### src/bcu_pkg.sv
package bcu_pkg;

    localparam int ADDR_W      = 24;
    localparam int STACK_DEPTH = 8;
    localparam int SP_W        = 3;

    localparam logic [ADDR_W-1:0] PC_RESET   = 24'h000000;
    localparam logic [7:0]        BYTE_RESET = 8'h00;
    localparam logic [SP_W-1:0]   SP_RESET   = 3'h0;
    localparam logic [SP_W-1:0]   SP_STEP    = 3'h1;

    // Branch condition field encodings
    localparam logic [3:0] CC_BRANCH_ALWAYS              = 4'h0;
    localparam logic [3:0] CC_BRANCH_NEVER               = 4'h1;
    localparam logic [3:0] CC_BRANCH_UNSIGNED_HIGHER     = 4'h2;
    localparam logic [3:0] CC_BRANCH_UNSIGNED_LOWER_SAME = 4'h3;
    localparam logic [3:0] CC_BRANCH_UNSIGNED_HIGHER_SAME = 4'h4;
    localparam logic [3:0] CC_BRANCH_CARRY_SET           = 4'h5;
    localparam logic [3:0] CC_BRANCH_NOT_EQUAL           = 4'h6;
    localparam logic [3:0] CC_BRANCH_EQUAL               = 4'h7;
    localparam logic [3:0] CC_BRANCH_OVERFLOW_CLEAR      = 4'h8;
    localparam logic [3:0] CC_BRANCH_OVERFLOW_SET        = 4'h9;
    localparam logic [3:0] CC_BRANCH_PLUS                = 4'ha;
    localparam logic [3:0] CC_BRANCH_MINUS               = 4'hb;
    localparam logic [3:0] CC_BRANCH_SIGNED_GREATER_EQUAL = 4'hc;
    localparam logic [3:0] CC_BRANCH_SIGNED_LESS         = 4'hd;
    localparam logic [3:0] CC_BRANCH_SIGNED_GREATER      = 4'he;
    localparam logic [3:0] CC_BRANCH_SIGNED_LESS_EQUAL   = 4'hf;

    typedef enum logic [3:0] {
        OP_CARRY_OR_BIT,
        OP_CARRY_OR_INVERTED_BIT,
        OP_CARRY_XOR_BIT,
        OP_CARRY_XOR_INVERTED_BIT,
        OP_LOAD_BIT_TO_CARRY,
        OP_LOAD_INVERTED_BIT_TO_CARRY,
        OP_STORE_CARRY_TO_BIT,
        OP_STORE_INVERTED_CARRY_TO_BIT,
        OP_BRANCH,
        OP_UNCONDITIONAL_JUMP,
        OP_RELATIVE_SUBROUTINE_CALL,
        OP_SUBROUTINE_CALL,
        OP_RETURN
    } bcu_op_e;

    // Flag bits of the condition_code_register used here
    typedef struct packed {
        logic n;
        logic z;
        logic v;
        logic c;
    } bcu_flags_s;

    typedef struct packed {
        bcu_op_e           op;
        logic [2:0]        bit_idx;
        logic              mem_sel;
        logic [7:0]        operand;
        logic [ADDR_W-1:0] addr;
        logic [3:0]        cond;
        logic [ADDR_W-1:0] target;
        logic [ADDR_W-1:0] next_pc;
    } bcu_req_s;

    function automatic logic bcu_is_store(bcu_op_e op);
        return (op == OP_STORE_CARRY_TO_BIT) || (op == OP_STORE_INVERTED_CARRY_TO_BIT);
    endfunction

    function automatic logic bcu_is_call(bcu_op_e op);
        return (op == OP_RELATIVE_SUBROUTINE_CALL) || (op == OP_SUBROUTINE_CALL);
    endfunction

endpackage

### src/bcu_bitop.sv
`timescale 1ns/100ps
`default_nettype none
module bcu_bitop
    import bcu_pkg::*;
(
    // Operation
    input  wire bcu_pkg::bcu_op_e op,
    input  wire logic [2:0]       bit_idx,
    input  wire logic [7:0]       byte_in,
    input  wire logic             carry_in,
    // Results
    output logic                  carry_out,
    output logic                  carry_we,
    output logic [7:0]            byte_out,
    output logic                  byte_we
);
    logic sel_bit;

    always_comb begin
        sel_bit   = byte_in[bit_idx];
        carry_out = carry_in;
        carry_we  = 1'b1;
        byte_out  = byte_in;
        byte_we   = 1'b0;
        case (op)
            OP_CARRY_OR_BIT:               carry_out = carry_in | sel_bit;
            OP_CARRY_OR_INVERTED_BIT:      carry_out = carry_in | ~sel_bit;
            OP_CARRY_XOR_BIT:              carry_out = carry_in ^ sel_bit;
            OP_CARRY_XOR_INVERTED_BIT:     carry_out = carry_in ^ ~sel_bit;
            OP_LOAD_BIT_TO_CARRY:          carry_out = sel_bit;
            OP_LOAD_INVERTED_BIT_TO_CARRY: carry_out = ~sel_bit;
            OP_STORE_CARRY_TO_BIT: begin
                carry_we          = 1'b0;
                byte_we           = 1'b1;
                byte_out[bit_idx] = carry_in;
            end
            OP_STORE_INVERTED_CARRY_TO_BIT: begin
                carry_we          = 1'b0;
                byte_we           = 1'b1;
                byte_out[bit_idx] = ~carry_in;
            end
            default:                       carry_we = 1'b0;
        endcase
    end
endmodule
`default_nettype wire

### src/bcu_cond.sv
`timescale 1ns/100ps
`default_nettype none
module bcu_cond
    import bcu_pkg::*;
(
    // Flags and condition field
    input  wire bcu_pkg::bcu_flags_s flags,
    input  wire logic [3:0]          cond,
    // Verdict
    output logic                     taken
);
    logic nv;

    always_comb begin
        nv = flags.n ^ flags.v;
        unique case (cond)
            CC_BRANCH_ALWAYS:               taken = 1'b1;
            CC_BRANCH_NEVER:                taken = 1'b0;
            CC_BRANCH_UNSIGNED_HIGHER:      taken = ~(flags.c | flags.z);
            CC_BRANCH_UNSIGNED_LOWER_SAME:  taken = flags.c | flags.z;
            CC_BRANCH_UNSIGNED_HIGHER_SAME: taken = ~flags.c;
            CC_BRANCH_CARRY_SET:            taken = flags.c;
            CC_BRANCH_NOT_EQUAL:            taken = ~flags.z;
            CC_BRANCH_EQUAL:                taken = flags.z;
            CC_BRANCH_OVERFLOW_CLEAR:       taken = ~flags.v;
            CC_BRANCH_OVERFLOW_SET:         taken = flags.v;
            CC_BRANCH_PLUS:                 taken = ~flags.n;
            CC_BRANCH_MINUS:                taken = flags.n;
            CC_BRANCH_SIGNED_GREATER_EQUAL: taken = ~nv;
            CC_BRANCH_SIGNED_LESS:          taken = nv;
            CC_BRANCH_SIGNED_GREATER:       taken = ~(flags.z | nv);
            CC_BRANCH_SIGNED_LESS_EQUAL:    taken = flags.z | nv;
        endcase
    end
endmodule
`default_nettype wire

### src/bcu_core.sv
`timescale 1ns/100ps
`default_nettype none
module bcu_core
    import bcu_pkg::*;
(
    // Clock and reset
    input  wire logic                     mclk,
    input  wire logic                     rst_n,
    // Request from the decoder
    input  wire logic                     req_valid,
    input  wire bcu_pkg::bcu_req_s        req,
    input  wire bcu_pkg::bcu_flags_s      flags,
    output logic                          req_ready_ff,
    output logic                          done_ff,
    // Carry flag update
    output logic                          carry_we_ff,
    output logic                          carry_ff,
    // General register byte write
    output logic                          reg_we_ff,
    output logic [7:0]                    reg_byte_ff,
    // Memory byte access
    output logic                          mem_rd_ff,
    output logic                          mem_wr_ff,
    output logic [bcu_pkg::ADDR_W-1:0]    mem_addr_ff,
    output logic [7:0]                    mem_wdata_ff,
    input  wire logic                     mem_ack,
    input  wire logic [7:0]               mem_rdata,
    // Program counter load
    output logic                          pc_load_ff,
    output logic [bcu_pkg::ADDR_W-1:0]    pc_ff
);
    typedef enum logic [1:0] {ST_IDLE, ST_MEM_RD, ST_MEM_WR} bcu_state_e;

    logic              rst_meta_ff;
    logic              rst_n_s;
    bcu_state_e        state_ff;
    bcu_state_e        nxt_state;
    logic              accept;
    logic              nxt_ready;
    logic              nxt_done;
    logic              nxt_carry_we;
    logic              nxt_carry;
    logic              nxt_reg_we;
    logic [7:0]        nxt_reg_byte;
    logic              nxt_mem_rd;
    logic              nxt_mem_wr;
    logic [ADDR_W-1:0] nxt_mem_addr;
    logic [7:0]        nxt_mem_wdata;
    logic              nxt_pc_load;
    logic [ADDR_W-1:0] nxt_pc;
    bcu_op_e           sav_op_ff;
    bcu_op_e           nxt_sav_op;
    logic [2:0]        sav_bit_ff;
    logic [2:0]        nxt_sav_bit;
    logic              sav_carry_ff;
    logic              nxt_sav_carry;
    logic [SP_W-1:0]   sp_ff;
    logic [SP_W-1:0]   nxt_sp;
    logic [ADDR_W-1:0] stack_ff [STACK_DEPTH];
    logic [ADDR_W-1:0] nxt_stack [STACK_DEPTH];
    bcu_op_e           bo_op;
    logic [2:0]        bo_bit;
    logic [7:0]        bo_byte;
    logic              bo_carry_in;
    logic              bo_carry;
    logic              bo_carry_we;
    logic [7:0]        bo_byte_out;
    logic              bo_byte_we;
    logic              cond_taken;

    // Reset release is synchronised; assertion is immediate
    always_ff @(posedge mclk or negedge rst_n) begin
        if (!rst_n) begin
            rst_meta_ff <= 1'b0;
            rst_n_s     <= 1'b0;
        end else begin
            rst_meta_ff <= 1'b1;
            rst_n_s     <= rst_meta_ff;
        end
    end

    assign accept = req_ready_ff & req_valid;

    // In the memory phases the saved operation works on the fetched byte
    always_comb begin
        if (state_ff == ST_IDLE) begin
            bo_op       = req.op;
            bo_bit      = req.bit_idx;
            bo_byte     = req.operand;
            bo_carry_in = flags.c;
        end else begin
            bo_op       = sav_op_ff;
            bo_bit      = sav_bit_ff;
            bo_byte     = mem_rdata;
            bo_carry_in = sav_carry_ff;
        end
    end

    bcu_bitop u_bitop (
        .op        (bo_op),
        .bit_idx   (bo_bit),
        .byte_in   (bo_byte),
        .carry_in  (bo_carry_in),
        .carry_out (bo_carry),
        .carry_we  (bo_carry_we),
        .byte_out  (bo_byte_out),
        .byte_we   (bo_byte_we)
    );

    bcu_cond u_cond (
        .flags (flags),
        .cond  (req.cond),
        .taken (cond_taken)
    );

    always_comb begin
        nxt_state     = state_ff;
        nxt_done      = 1'b0;
        nxt_carry_we  = 1'b0;
        nxt_carry     = carry_ff;
        nxt_reg_we    = 1'b0;
        nxt_reg_byte  = reg_byte_ff;
        nxt_mem_rd    = mem_rd_ff;
        nxt_mem_wr    = mem_wr_ff;
        nxt_mem_addr  = mem_addr_ff;
        nxt_mem_wdata = mem_wdata_ff;
        nxt_pc_load   = 1'b0;
        nxt_pc        = pc_ff;
        nxt_sav_op    = sav_op_ff;
        nxt_sav_bit   = sav_bit_ff;
        nxt_sav_carry = sav_carry_ff;
        nxt_sp        = sp_ff;
        nxt_stack     = stack_ff;
        unique case (state_ff)
            ST_IDLE: begin
                if (accept) begin
                    if (bcu_is_store(req.op) && req.mem_sel) begin
                        nxt_mem_rd    = 1'b1;
                        nxt_mem_addr  = req.addr;
                        nxt_sav_op    = req.op;
                        nxt_sav_bit   = req.bit_idx;
                        nxt_sav_carry = flags.c;
                        nxt_state     = ST_MEM_RD;
                    end else begin
                        nxt_done     = 1'b1;
                        nxt_carry_we = bo_carry_we;
                        nxt_carry    = bo_carry_we ? bo_carry : carry_ff;
                        nxt_reg_we   = bo_byte_we;
                        nxt_reg_byte = bo_byte_we ? bo_byte_out : reg_byte_ff;
                        case (req.op)
                            OP_BRANCH: begin
                                nxt_pc_load = cond_taken;
                                nxt_pc      = cond_taken ? req.target : pc_ff;
                            end
                            OP_UNCONDITIONAL_JUMP: begin
                                nxt_pc_load = 1'b1;
                                nxt_pc      = req.target;
                            end
                            OP_RELATIVE_SUBROUTINE_CALL, OP_SUBROUTINE_CALL: begin
                                nxt_stack[sp_ff] = req.next_pc;
                                nxt_sp           = sp_ff + SP_STEP;
                                nxt_pc_load      = 1'b1;
                                nxt_pc           = req.target;
                            end
                            OP_RETURN: begin
                                nxt_sp      = sp_ff - SP_STEP;
                                nxt_pc_load = 1'b1;
                                nxt_pc      = stack_ff[sp_ff - SP_STEP];
                            end
                            default: nxt_pc_load = 1'b0;
                        endcase
                    end
                end
            end
            ST_MEM_RD: begin
                if (mem_ack) begin
                    nxt_mem_rd    = 1'b0;
                    nxt_mem_wr    = 1'b1;
                    nxt_mem_wdata = bo_byte_out;
                    nxt_state     = ST_MEM_WR;
                end
            end
            ST_MEM_WR: begin
                if (mem_ack) begin
                    nxt_mem_wr = 1'b0;
                    nxt_done   = 1'b1;
                    nxt_state  = ST_IDLE;
                end
            end
        endcase
        nxt_ready = (nxt_state == ST_IDLE);
    end

    always_ff @(posedge mclk or negedge rst_n_s) begin
        if (!rst_n_s) begin
            state_ff     <= ST_IDLE;
            req_ready_ff <= 1'b0;
            done_ff      <= 1'b0;
            carry_we_ff  <= 1'b0;
            carry_ff     <= 1'b0;
            reg_we_ff    <= 1'b0;
            reg_byte_ff  <= BYTE_RESET;
            mem_rd_ff    <= 1'b0;
            mem_wr_ff    <= 1'b0;
            mem_addr_ff  <= PC_RESET;
            mem_wdata_ff <= BYTE_RESET;
            pc_load_ff   <= 1'b0;
            pc_ff        <= PC_RESET;
            sav_op_ff    <= OP_CARRY_OR_BIT;
            sav_bit_ff   <= 3'h0;
            sav_carry_ff <= 1'b0;
            sp_ff        <= SP_RESET;
            for (int i = 0; i < STACK_DEPTH; i++) begin
                stack_ff[i] <= PC_RESET;
            end
        end else begin
            state_ff     <= nxt_state;
            req_ready_ff <= nxt_ready;
            done_ff      <= nxt_done;
            carry_we_ff  <= nxt_carry_we;
            carry_ff     <= nxt_carry;
            reg_we_ff    <= nxt_reg_we;
            reg_byte_ff  <= nxt_reg_byte;
            mem_rd_ff    <= nxt_mem_rd;
            mem_wr_ff    <= nxt_mem_wr;
            mem_addr_ff  <= nxt_mem_addr;
            mem_wdata_ff <= nxt_mem_wdata;
            pc_load_ff   <= nxt_pc_load;
            pc_ff        <= nxt_pc;
            sav_op_ff    <= nxt_sav_op;
            sav_bit_ff   <= nxt_sav_bit;
            sav_carry_ff <= nxt_sav_carry;
            sp_ff        <= nxt_sp;
            stack_ff     <= nxt_stack;
        end
    end

    chk_or_carry: assert property (
        @(posedge mclk) disable iff (!rst_n_s)
        accept && req.op == OP_CARRY_OR_BIT
        |=> carry_we_ff && carry_ff == ($past(flags.c) | $past(req.operand[req.bit_idx])))
        else $error("carry or-bit result wrong");

    chk_ior_carry: assert property (
        @(posedge mclk) disable iff (!rst_n_s)
        accept && req.op == OP_CARRY_OR_INVERTED_BIT
        |=> carry_we_ff && carry_ff == ($past(flags.c) | !$past(req.operand[req.bit_idx])))
        else $error("carry or-inverted result wrong");

    chk_xor_carry: assert property (
        @(posedge mclk) disable iff (!rst_n_s)
        accept && req.op == OP_CARRY_XOR_BIT
        |=> carry_ff == ($past(flags.c) ^ $past(req.operand[req.bit_idx])))
        else $error("carry xor-bit result wrong");

    chk_ixor_carry: assert property (
        @(posedge mclk) disable iff (!rst_n_s)
        accept && req.op == OP_CARRY_XOR_INVERTED_BIT
        |=> carry_ff != ($past(flags.c) ^ $past(req.operand[req.bit_idx])))
        else $error("carry xor-inverted result wrong");

    chk_load_carry: assert property (
        @(posedge mclk) disable iff (!rst_n_s)
        accept && req.op == OP_LOAD_BIT_TO_CARRY
        |=> carry_we_ff && carry_ff == $past(req.operand[req.bit_idx]))
        else $error("load bit to carry wrong");

    chk_iload_carry: assert property (
        @(posedge mclk) disable iff (!rst_n_s)
        accept && req.op == OP_LOAD_INVERTED_BIT_TO_CARRY
        |=> carry_ff != $past(req.operand[req.bit_idx]))
        else $error("load inverted bit wrong");

    chk_store_reg: assert property (
        @(posedge mclk) disable iff (!rst_n_s)
        accept && req.op == OP_STORE_CARRY_TO_BIT && !req.mem_sel
        |=> reg_we_ff && !carry_we_ff && reg_byte_ff[$past(req.bit_idx)] == $past(flags.c)
            && (reg_byte_ff ^ $past(req.operand)) == (($past(req.operand[req.bit_idx]) ^ $past(flags.c)) << $past(req.bit_idx)))
        else $error("store carry to register byte wrong");

    chk_istore_reg: assert property (
        @(posedge mclk) disable iff (!rst_n_s)
        accept && req.op == OP_STORE_INVERTED_CARRY_TO_BIT && !req.mem_sel
        |=> reg_we_ff && reg_byte_ff[$past(req.bit_idx)] == !$past(flags.c))
        else $error("store inverted carry wrong");

    chk_rmw_addr: assert property (
        @(posedge mclk) disable iff (!rst_n_s)
        mem_rd_ff && mem_ack |=> mem_wr_ff && !mem_rd_ff && mem_addr_ff == $past(mem_addr_ff))
        else $error("write-back not at read address");

    chk_branch_eq: assert property (
        @(posedge mclk) disable iff (!rst_n_s)
        accept && req.op == OP_BRANCH && req.cond == CC_BRANCH_EQUAL
        |=> pc_load_ff == $past(flags.z))
        else $error("equal branch decision wrong");

    chk_branch_gt: assert property (
        @(posedge mclk) disable iff (!rst_n_s)
        accept && req.op == OP_BRANCH && req.cond == CC_BRANCH_SIGNED_GREATER
        |=> pc_load_ff == !($past(flags.z) | ($past(flags.n) ^ $past(flags.v))))
        else $error("signed greater branch decision wrong");

    chk_jump_target: assert property (
        @(posedge mclk) disable iff (!rst_n_s)
        accept && req.op == OP_UNCONDITIONAL_JUMP |=> pc_load_ff && pc_ff == $past(req.target))
        else $error("jump target not loaded");

    chk_call_return: assert property (
        @(posedge mclk) disable iff (!rst_n_s)
        accept && bcu_is_call(req.op) ##1 !accept ##1 (accept && req.op == OP_RETURN)
        |=> pc_load_ff && pc_ff == $past(req.next_pc, 3))
        else $error("return does not resume after call");
endmodule
`default_nettype wire

### config.mk
export PLATFORM = sky130hd
export DESIGN_NAME = bcu_core
export DESIGN_NICKNAME = d
export VERILOG_FILES = /design/src/bcu_pkg.sv /design/src/bcu_bitop.sv /design/src/bcu_cond.sv /design/src/bcu_core.sv
export SDC_FILE = /design/constraint.sdc
export NUM_CORES = 1
export LEC_CHECK = 0
export BUFFER_PORTS_ARGS = -buffer_cell sky130_fd_sc_hd__buf_2
export CAP_MARGIN = 20
export CORE_MARGIN = 1.5
export CORE_UTILIZATION = 30
export CTS_CLUSTER_SIZE = 40
export DETAILED_ROUTE_END_ITERATION = 6
export SYNTH_ARGS = -nofsm -noshare
export SYNTH_HDL_FRONTEND = slang
export SYNTH_SLANG_ARGS = --single-unit
export TNS_END_PERCENT = 50
### constraint.sdc
create_clock -name mclk -period 9.5 [get_ports mclk]
set_input_delay 0.95 -clock mclk [delete_from_list [all_inputs] [get_ports mclk]]
set_output_delay 0.95 -clock mclk [all_outputs]
set_load 0.05 [all_outputs]
==> results.toml, run 1 <==
[setup_path]
worstPathRequired_ns = 9.89
path_class = "reg -> reg"
crit_path_max_fanout = 29
ff2ff_path_depth = 8
cp-start-kind = "flop"
endpoint_kind = "flop"
worstPathArrival_ns = 3.67

[synth]
synth-main-ff-cell = "dfrtp_1"
synth_largest_area_cell = "dfrtp_1"
ys_top_cells_by_area = "dfrtp_1 (54%), mux2_2 (21%), mux4_2 (8.4%)"
avgSynthCellArea_sq_um = 14.6
netlist.area_leader.share = 0.544
synth_edf_count = 0
synth_cells = 878
yosys.cell_types.count = 46
synth_seq_cells = 279
syn-num-nets = 991
async_reset_ff_frac = 1.00
yosys_warnings = 0
yosysSeqAreaShare = 0.544
syn-cell-area_sq_mm = 0.0128

[pwr]
power_frac_seq = 0.359
p_switching_w = 0.00198
p_clk_frac = 0.252
cellLeakagePower_nw = 7.53
switching_share = 0.370
p_per_area_mw_per_mm2 = 344
combPwrFrac = 0.389
p_int_w = 0.00336
vdd_ir_drop_max_mv = 0.200

[clock_network]
clock_path_buffers = 3
cts_hold_buf = 0
clkTransAtPathRegs_ns = 0.06
clock-sinks = 279
cts_tree = "yes"
cts_setup_buffers = 0
cts-root-buf = "clkbuf_16"
cts_inserted_buffers = 34
cts-resized-gates = 0
clock_latency_ns = 0.53
htree_levels = 2

[sta]
skew_ns = 0.0250
finalSetupTns_ns = 0
finalHoldViolations = 0
maxSlewViolCount = 0
min_period_ns = 3.28
worst_pin_slew_ns = 1.02
rsz0062_at_grt = "no"
finalCritPeriodShare = 0.345
slew_headroom = 0.304
clock.fmax_mhz = 305
setup_viol = 0

[placement]
gp_congestion = 0.801
hpwl_mm = 18.4
portBuffers = 179
dp_cells = 1559

[run]
drv_cap = 0

[global_routing]
grt_pass1_wl_mm = 47.5
grt_usage = 0.138
overflow = 0
grt_pass1_vias = 8186
antenna_found_initial = 5
grt_max_degree = 156

[die]
die_height_um = 210
dieArea_sq_mm = 0.0440
die_x_um = 210
initial_utilization = 0.305
num_io_pins = 180
num_rows = 75
core-area_sq_mm = 0.0420

[hold_path]
hp-class = "in -> async"

[drt]
routedWlPerCell_um = 18.4
drc = 0
num_vias = 7821
first_pass_iters = 4
antenna_left = 0
drt_wl_total_mm = 29.8
drtIter0Drc = 396
viasPerCell = 4.82

[cells_and_area]
fin_cells = 1624
nets = 1170
layout_commonest_cell = "dfrtp_1"
drive_gt1_frac = 0.525
mostFrequentLayoutCells = "dfrtp_1 (277), mux2_2 (239), buf_2 (179)"
area_growth_pct = 21.1

[status]
outcome = "complete, no violations"
-- sequential cells by signal (all words and copies together) (netlist names) --
register,flops
carry_ff,1
carry_we_ff,1
done_ff,1
mem_addr_ff,24
mem_rd_ff,1
mem_wdata_ff,8
mem_wr_ff,1
pc_ff,24
pc_load_ff,1
reg_byte_ff,8
reg_we_ff,1
req_ready_ff,1
rst_meta_ff,1
rst_n_s,1
sav_bit_ff,3
sav_carry_ff,1
sav_op_ff,4
sp_ff,3
stack_ff,192
state_ff,2
-- cells in the mapped netlist (3+ instances only) --
library cell and number:
mux4_2 48, xnor2_1 3, inv_1 11, nand2_1 32, mux2_4 19, nor2_1 48
o21ai_0 13, ha_1 5, buf_2 25, a32oi_1 3, xor2_1 5, dfrtp_1 279
a21oi_1 35, buf_1 7, nand3_1 3, clkbuf_1 14, nand2b_1 4, mux2_2 239
mux2i_1 48
-- through the flow --
step                      power [W]   util  instance area [sq um]  setup WS (ns)  hold WS (ns)
after floorplan             0.00351      -                  12800           1.15         0.331
after global routing        0.00564  0.369                  15500           5.93         0.186
after global placement      0.00399  0.340                  14300           5.65         0.337
after detailed placement    0.00404  0.340                  14300           5.67         0.347
after CTS                   0.00542  0.369                  15500           6.11         0.182
final                       0.00534  0.369                  15500           6.22         0.209
-- worst paths after layout --
path | from | to | slack (ns)
min in group mclk | rst_meta_ff | rst_n_s | 0.36
hold reg to reg | rst_meta_ff | rst_n_s | 0.36
hold / removal | rst_n | rst_n_s | 0.21
max in group asynchronous | rst_n_s | stack_ff[114] | 6.88
setup reg to reg | state_ff[0] | stack_ff[69] | 6.22
setup / recovery | state_ff[0] | stack_ff[69] | 6.22
-- worst max-delay path, stage by stage, from the launching register on --
cell and delay (ns):
dfrtp_1 0.40, inv_1 0.09, ha_1 0.14, buf_4 0.32, nand4_1 0.21, nor3b_1 0.37
and2_1 0.29, nand3_2 0.73, mux2_2 0.58
-- layer usage --
| layer | up-vias | global-route usage | wire (um) |
|---|---|---|---|
| met3 | 61 | 0.0278 | 1090 |
| li1 | 3558 | - | - |
| met5 | - | 0 | 30 |
| met2 | 124 | 0.228 | 14500 |
| met1 | 4072 | 0.182 | 13400 |
| met4 | 6 | 0.0471 | 802 |
-- cell type report --
class	instances	area [sq um]
clock buffer	48	993
sequential	279	6990
fill	4068	26500
multi-input combinational	539	5610
inverter	11	41.3
tap	539	674
antenna	2	5.00
clock inverter	14	196
timing repair buffer	192	1020
-- kinds of logic after synthesis --
logic type	after synthesis	synth area share
other	1	0.000292
AOI/OAI and AO/OA	63	0.0296
xor gates and xnor gates	8	0.00546
adders and majority gates	5	0.00488
muxes	355	0.355
DFF	279	0.544
and+or+nand+nor	107	0.0387
buffers and inverters	60	0.0220
-- power groups by stage --
stage / Combinational [W] / Clock (W) / Sequential, W
final: 0.00207 / 0.00135 / 0.00192
after global routing: 0.00222 / 0.00144 / 0.00198
after CTS: 0.00211 / 0.00139 / 0.00192
after detailed placement: 0.00210 / 0 / 0.00194
after global placement: 0.00207 / 0 / 0.00192
after floorplan: 0.00116 / 0 / 0.00236
Note: power is estimated with default switching activity, not from simulation.
==> run 2: changes to the inputs <==
--- a/config.mk
+++ b/config.mk
@@ -5,6 +5,7 @@
 export SDC_FILE = /design/constraint.sdc
 export NUM_CORES = 1
 export LEC_CHECK = 0
+export ABC_AREA = 1
 export BUFFER_PORTS_ARGS = -buffer_cell sky130_fd_sc_hd__buf_2
 export CAP_MARGIN = 20
 export CORE_MARGIN = 1.5
==> constraint.sdc (replaced) <==
create_clock -name mclk -period 2.8 [get_ports mclk]
set_input_delay 0.28 -clock mclk [delete_from_list [all_inputs] [get_ports mclk]]
set_output_delay 0.28 -clock mclk [all_outputs]
set_load 0.05 [all_outputs]
==> run 2 against run 1 <==
The run now ends with design-rule violations left. Worst hold slack got worse by 0.16 ns. Clock skew is 0.00054 ns lower. Largest cell class unchanged. Sequential cell count did not move. Critical endpoint is now stack_ff[51]. Maximum frequency is 33% higher. Critical path depth fell by 2. Non-clock buffer count grew 45. Synthesized area grew 2.7%.
==> results.toml, run 2 <==
[status]
outcome = "finished with violations"
violations = "design-rule violations"

[setup_path]
slowest_stage = "buf_4"
crit_family = "buffers and inverters"
timing.critical_path.cells = "inv_2, buf_4, nor2_4, nand2_2, buf_12, o21ai_0"
endpoint_kind = "flop"
cpPeakStageDelay_ns = 0.80
worst-path-buf-inv = 3
crit_path_max_fanout = 97
cp-start-kind = "flop"
worstPathRequired_ns = 3.22
worstPathArrival_ns = 2.89
path_class = "reg -> reg"

[synth]
syn-num-nets = 1718
yosysSeqAreaShare = 0.530
synth_commonest_cells = "nand2_1 (514), dfrtp_1 (279), o21ai_0 (213), nor2_1 (124), o21ai_1 (94)"
avgSynthCellArea_sq_um = 8.21
synth_largest_area_cell = "dfrtp_1"
netlist.area_leader.share = 0.530
yosysMostFrequentCell = "nand2_1"
synth-main-ff-cell = "dfrtp_1"
synth_edf_count = 0
synth_cells = 1605
ys_top_cells_by_area = "dfrtp_1 (53%), nand2_1 (15%), o21ai_0 (8.1%)"
yosys_warnings = 0
yosys.cell_types.count = 39
syn-cell-area_sq_mm = 0.0132
synth_seq_cells = 279
async_reset_ff_frac = 1.00

[cells_and_area]
nets = 1890
mostFrequentLayoutCells = "nand2_1 (513), dfrtp_1 (277), o21ai_0 (213)"
largest_reg_flops = 192
fillers = 4555
top_regs = "stack_ff x192, mem_addr_ff x24, pc_ff x24"
regMostFlops = "stack_ff"
drive_gt1_frac = 0.171
area_growth_pct = 19.7
layout_commonest_cell = "nand2_1"

[sta]
setup_viol = 0
slew_headroom = 0.309
min_period_ns = 2.47
worst_pin_slew_ns = 1.04
skew_ns = 0.0244
finalCritPeriodShare = 0.880
rsz0062_at_grt = "no"
clock.fmax_mhz = 406
finalSetupTns_ns = 0
final.hold.worst_slack_ns = 0.0531
maxSlewViolCount = 0
finalHoldViolations = 0

[pwr]
vdd_ir_drop_max_mv = 0.560
cellLeakagePower_nw = 7.69
p_per_area_mw_per_mm2 = 1160

[die]
dieArea_sq_mm = 0.0452
core-area_sq_mm = 0.0432
die_height_um = 213
num_rows = 76
initial_utilization = 0.305
die_x_um = 213
num_io_pins = 180

[global_routing]
grt_max_degree = 98
grt_pass1_wl_mm = 62.0
overflow = 0
grt_usage = 0.174
grt_pass1_vias = 11200
antenna_found_initial = 4

[drt]
num_vias = 11600
drc = 1
routedWlPerCell_um = 16.4
viasPerCell = 4.84
drt_wl_total_mm = 39.2
antenna_left = 0
drtIter0Drc = 913
first_pass_iters = 7

[clock_network]
cts-resized-gates = 0
clock-sinks = 279
cts-root-buf = "clkbuf_16"
cts_tree = "yes"
cts_inserted_buffers = 29
clock_latency_ns = 0.57
clkTransAtPathRegs_ns = 0.06
cts_setup_buffers = 0
htree_levels = 1
cts_hold_buf = 28
clock_path_buffers = 3

[hold_path]
hp-class = "in -> async"

[run]
drv_cap = 0

[placement]
portBuffers = 179
gp_congestion = 0.913
hpwl_mm = 25.7
-- run 2: cell types whose count changed in the layout (fill, tap and decap cells not counted), sizes merged, moves of 45 or more --
cell / change
inv: +66
mux2: -259
mux2i: -47
mux4: -48
nand2: +495
nand3: +68
nor2: +82
o21ai: +311
o22ai: +45
-- run 2: metal layers --
metal	vias up	track usage	wire, um
met2	395	0.281	17800
li1	5597	-	-
met1	5502	0.240	17800
met5	-	0	32
met3	52	0.0335	2910
met4	4	0.0369	743
-- run 2: area by class of cell --
type	count	area, sq um	share of cell area
diodes	2	5.00	0.000317
clock buffers	43	808	0.0513
clock inverters	9	87.6	0.00555
inverters	77	297	0.0188
multi-input cells	1153	5290	0.335
flip-flops and latches	279	6990	0.443
well taps	585	732	0.0464
repair buffers	237	1560	0.0992
-- run 2: worst paths after layout --
kind	start	end	slack, ns	cells past startpoint
worst max-delay path	sp_ff[0]	stack_ff[51]	0.33	6
worst min-delay path	rst_n	rst_n_s	0.05	2
worst max register to register	sp_ff[0]	stack_ff[51]	0.33	6
worst min register to register	rst_meta_ff	rst_n_s	0.35	0
max in group asynchronous	rst_n_s	mem_addr_ff[5]	1.62	1
min in group mclk	req[17]	stack_ff[41]	0.07	3
-- run 2: kinds of logic after synthesis --
group / after synthesis / share of synthesized area
fa+ha+maj: 5 / 0.00475
simple gates: 742 / 0.230
xor+xnor: 5 / 0.00333
other cells: 1 / 0.000285
flops: 279 / 0.530
mux: 1 / 0.000760
compound gates: 399 / 0.162
buf+inv: 173 / 0.0690
-- run 2: stage by stage --
step	power [W]	utilization	std cells	worst slack (ns)	cell area (sq um)
floorplan	0.0123	-	1605	0.0128	13200
global placement	0.0144	0.338	2303	0.445	14600
detailed placement	0.0145	0.338	2303	0.380	14600
CTS	0.0184	0.365	2383	0.344	15800
global route	0.0196	0.365	2383	0.139	15800
finish	0.0182	0.365	2385	0.335	15800
-- run 2: power breakdown --
group / leakage (nW) / internal [W] / switching, W
registers: 3.68 / 0.00554 / 0.000932
logic: 3.57 / 0.00238 / 0.00567
clock network: 0.439 / 0.00209 / 0.00162
-- run 2: worst register-to-register path, delay by kind of cell (launching register included) --
kind	cells	cell delay, ns
compound gates	1	0.11
flops	1	0.59
simple gates	2	0.48
buf+inv	3	1.14
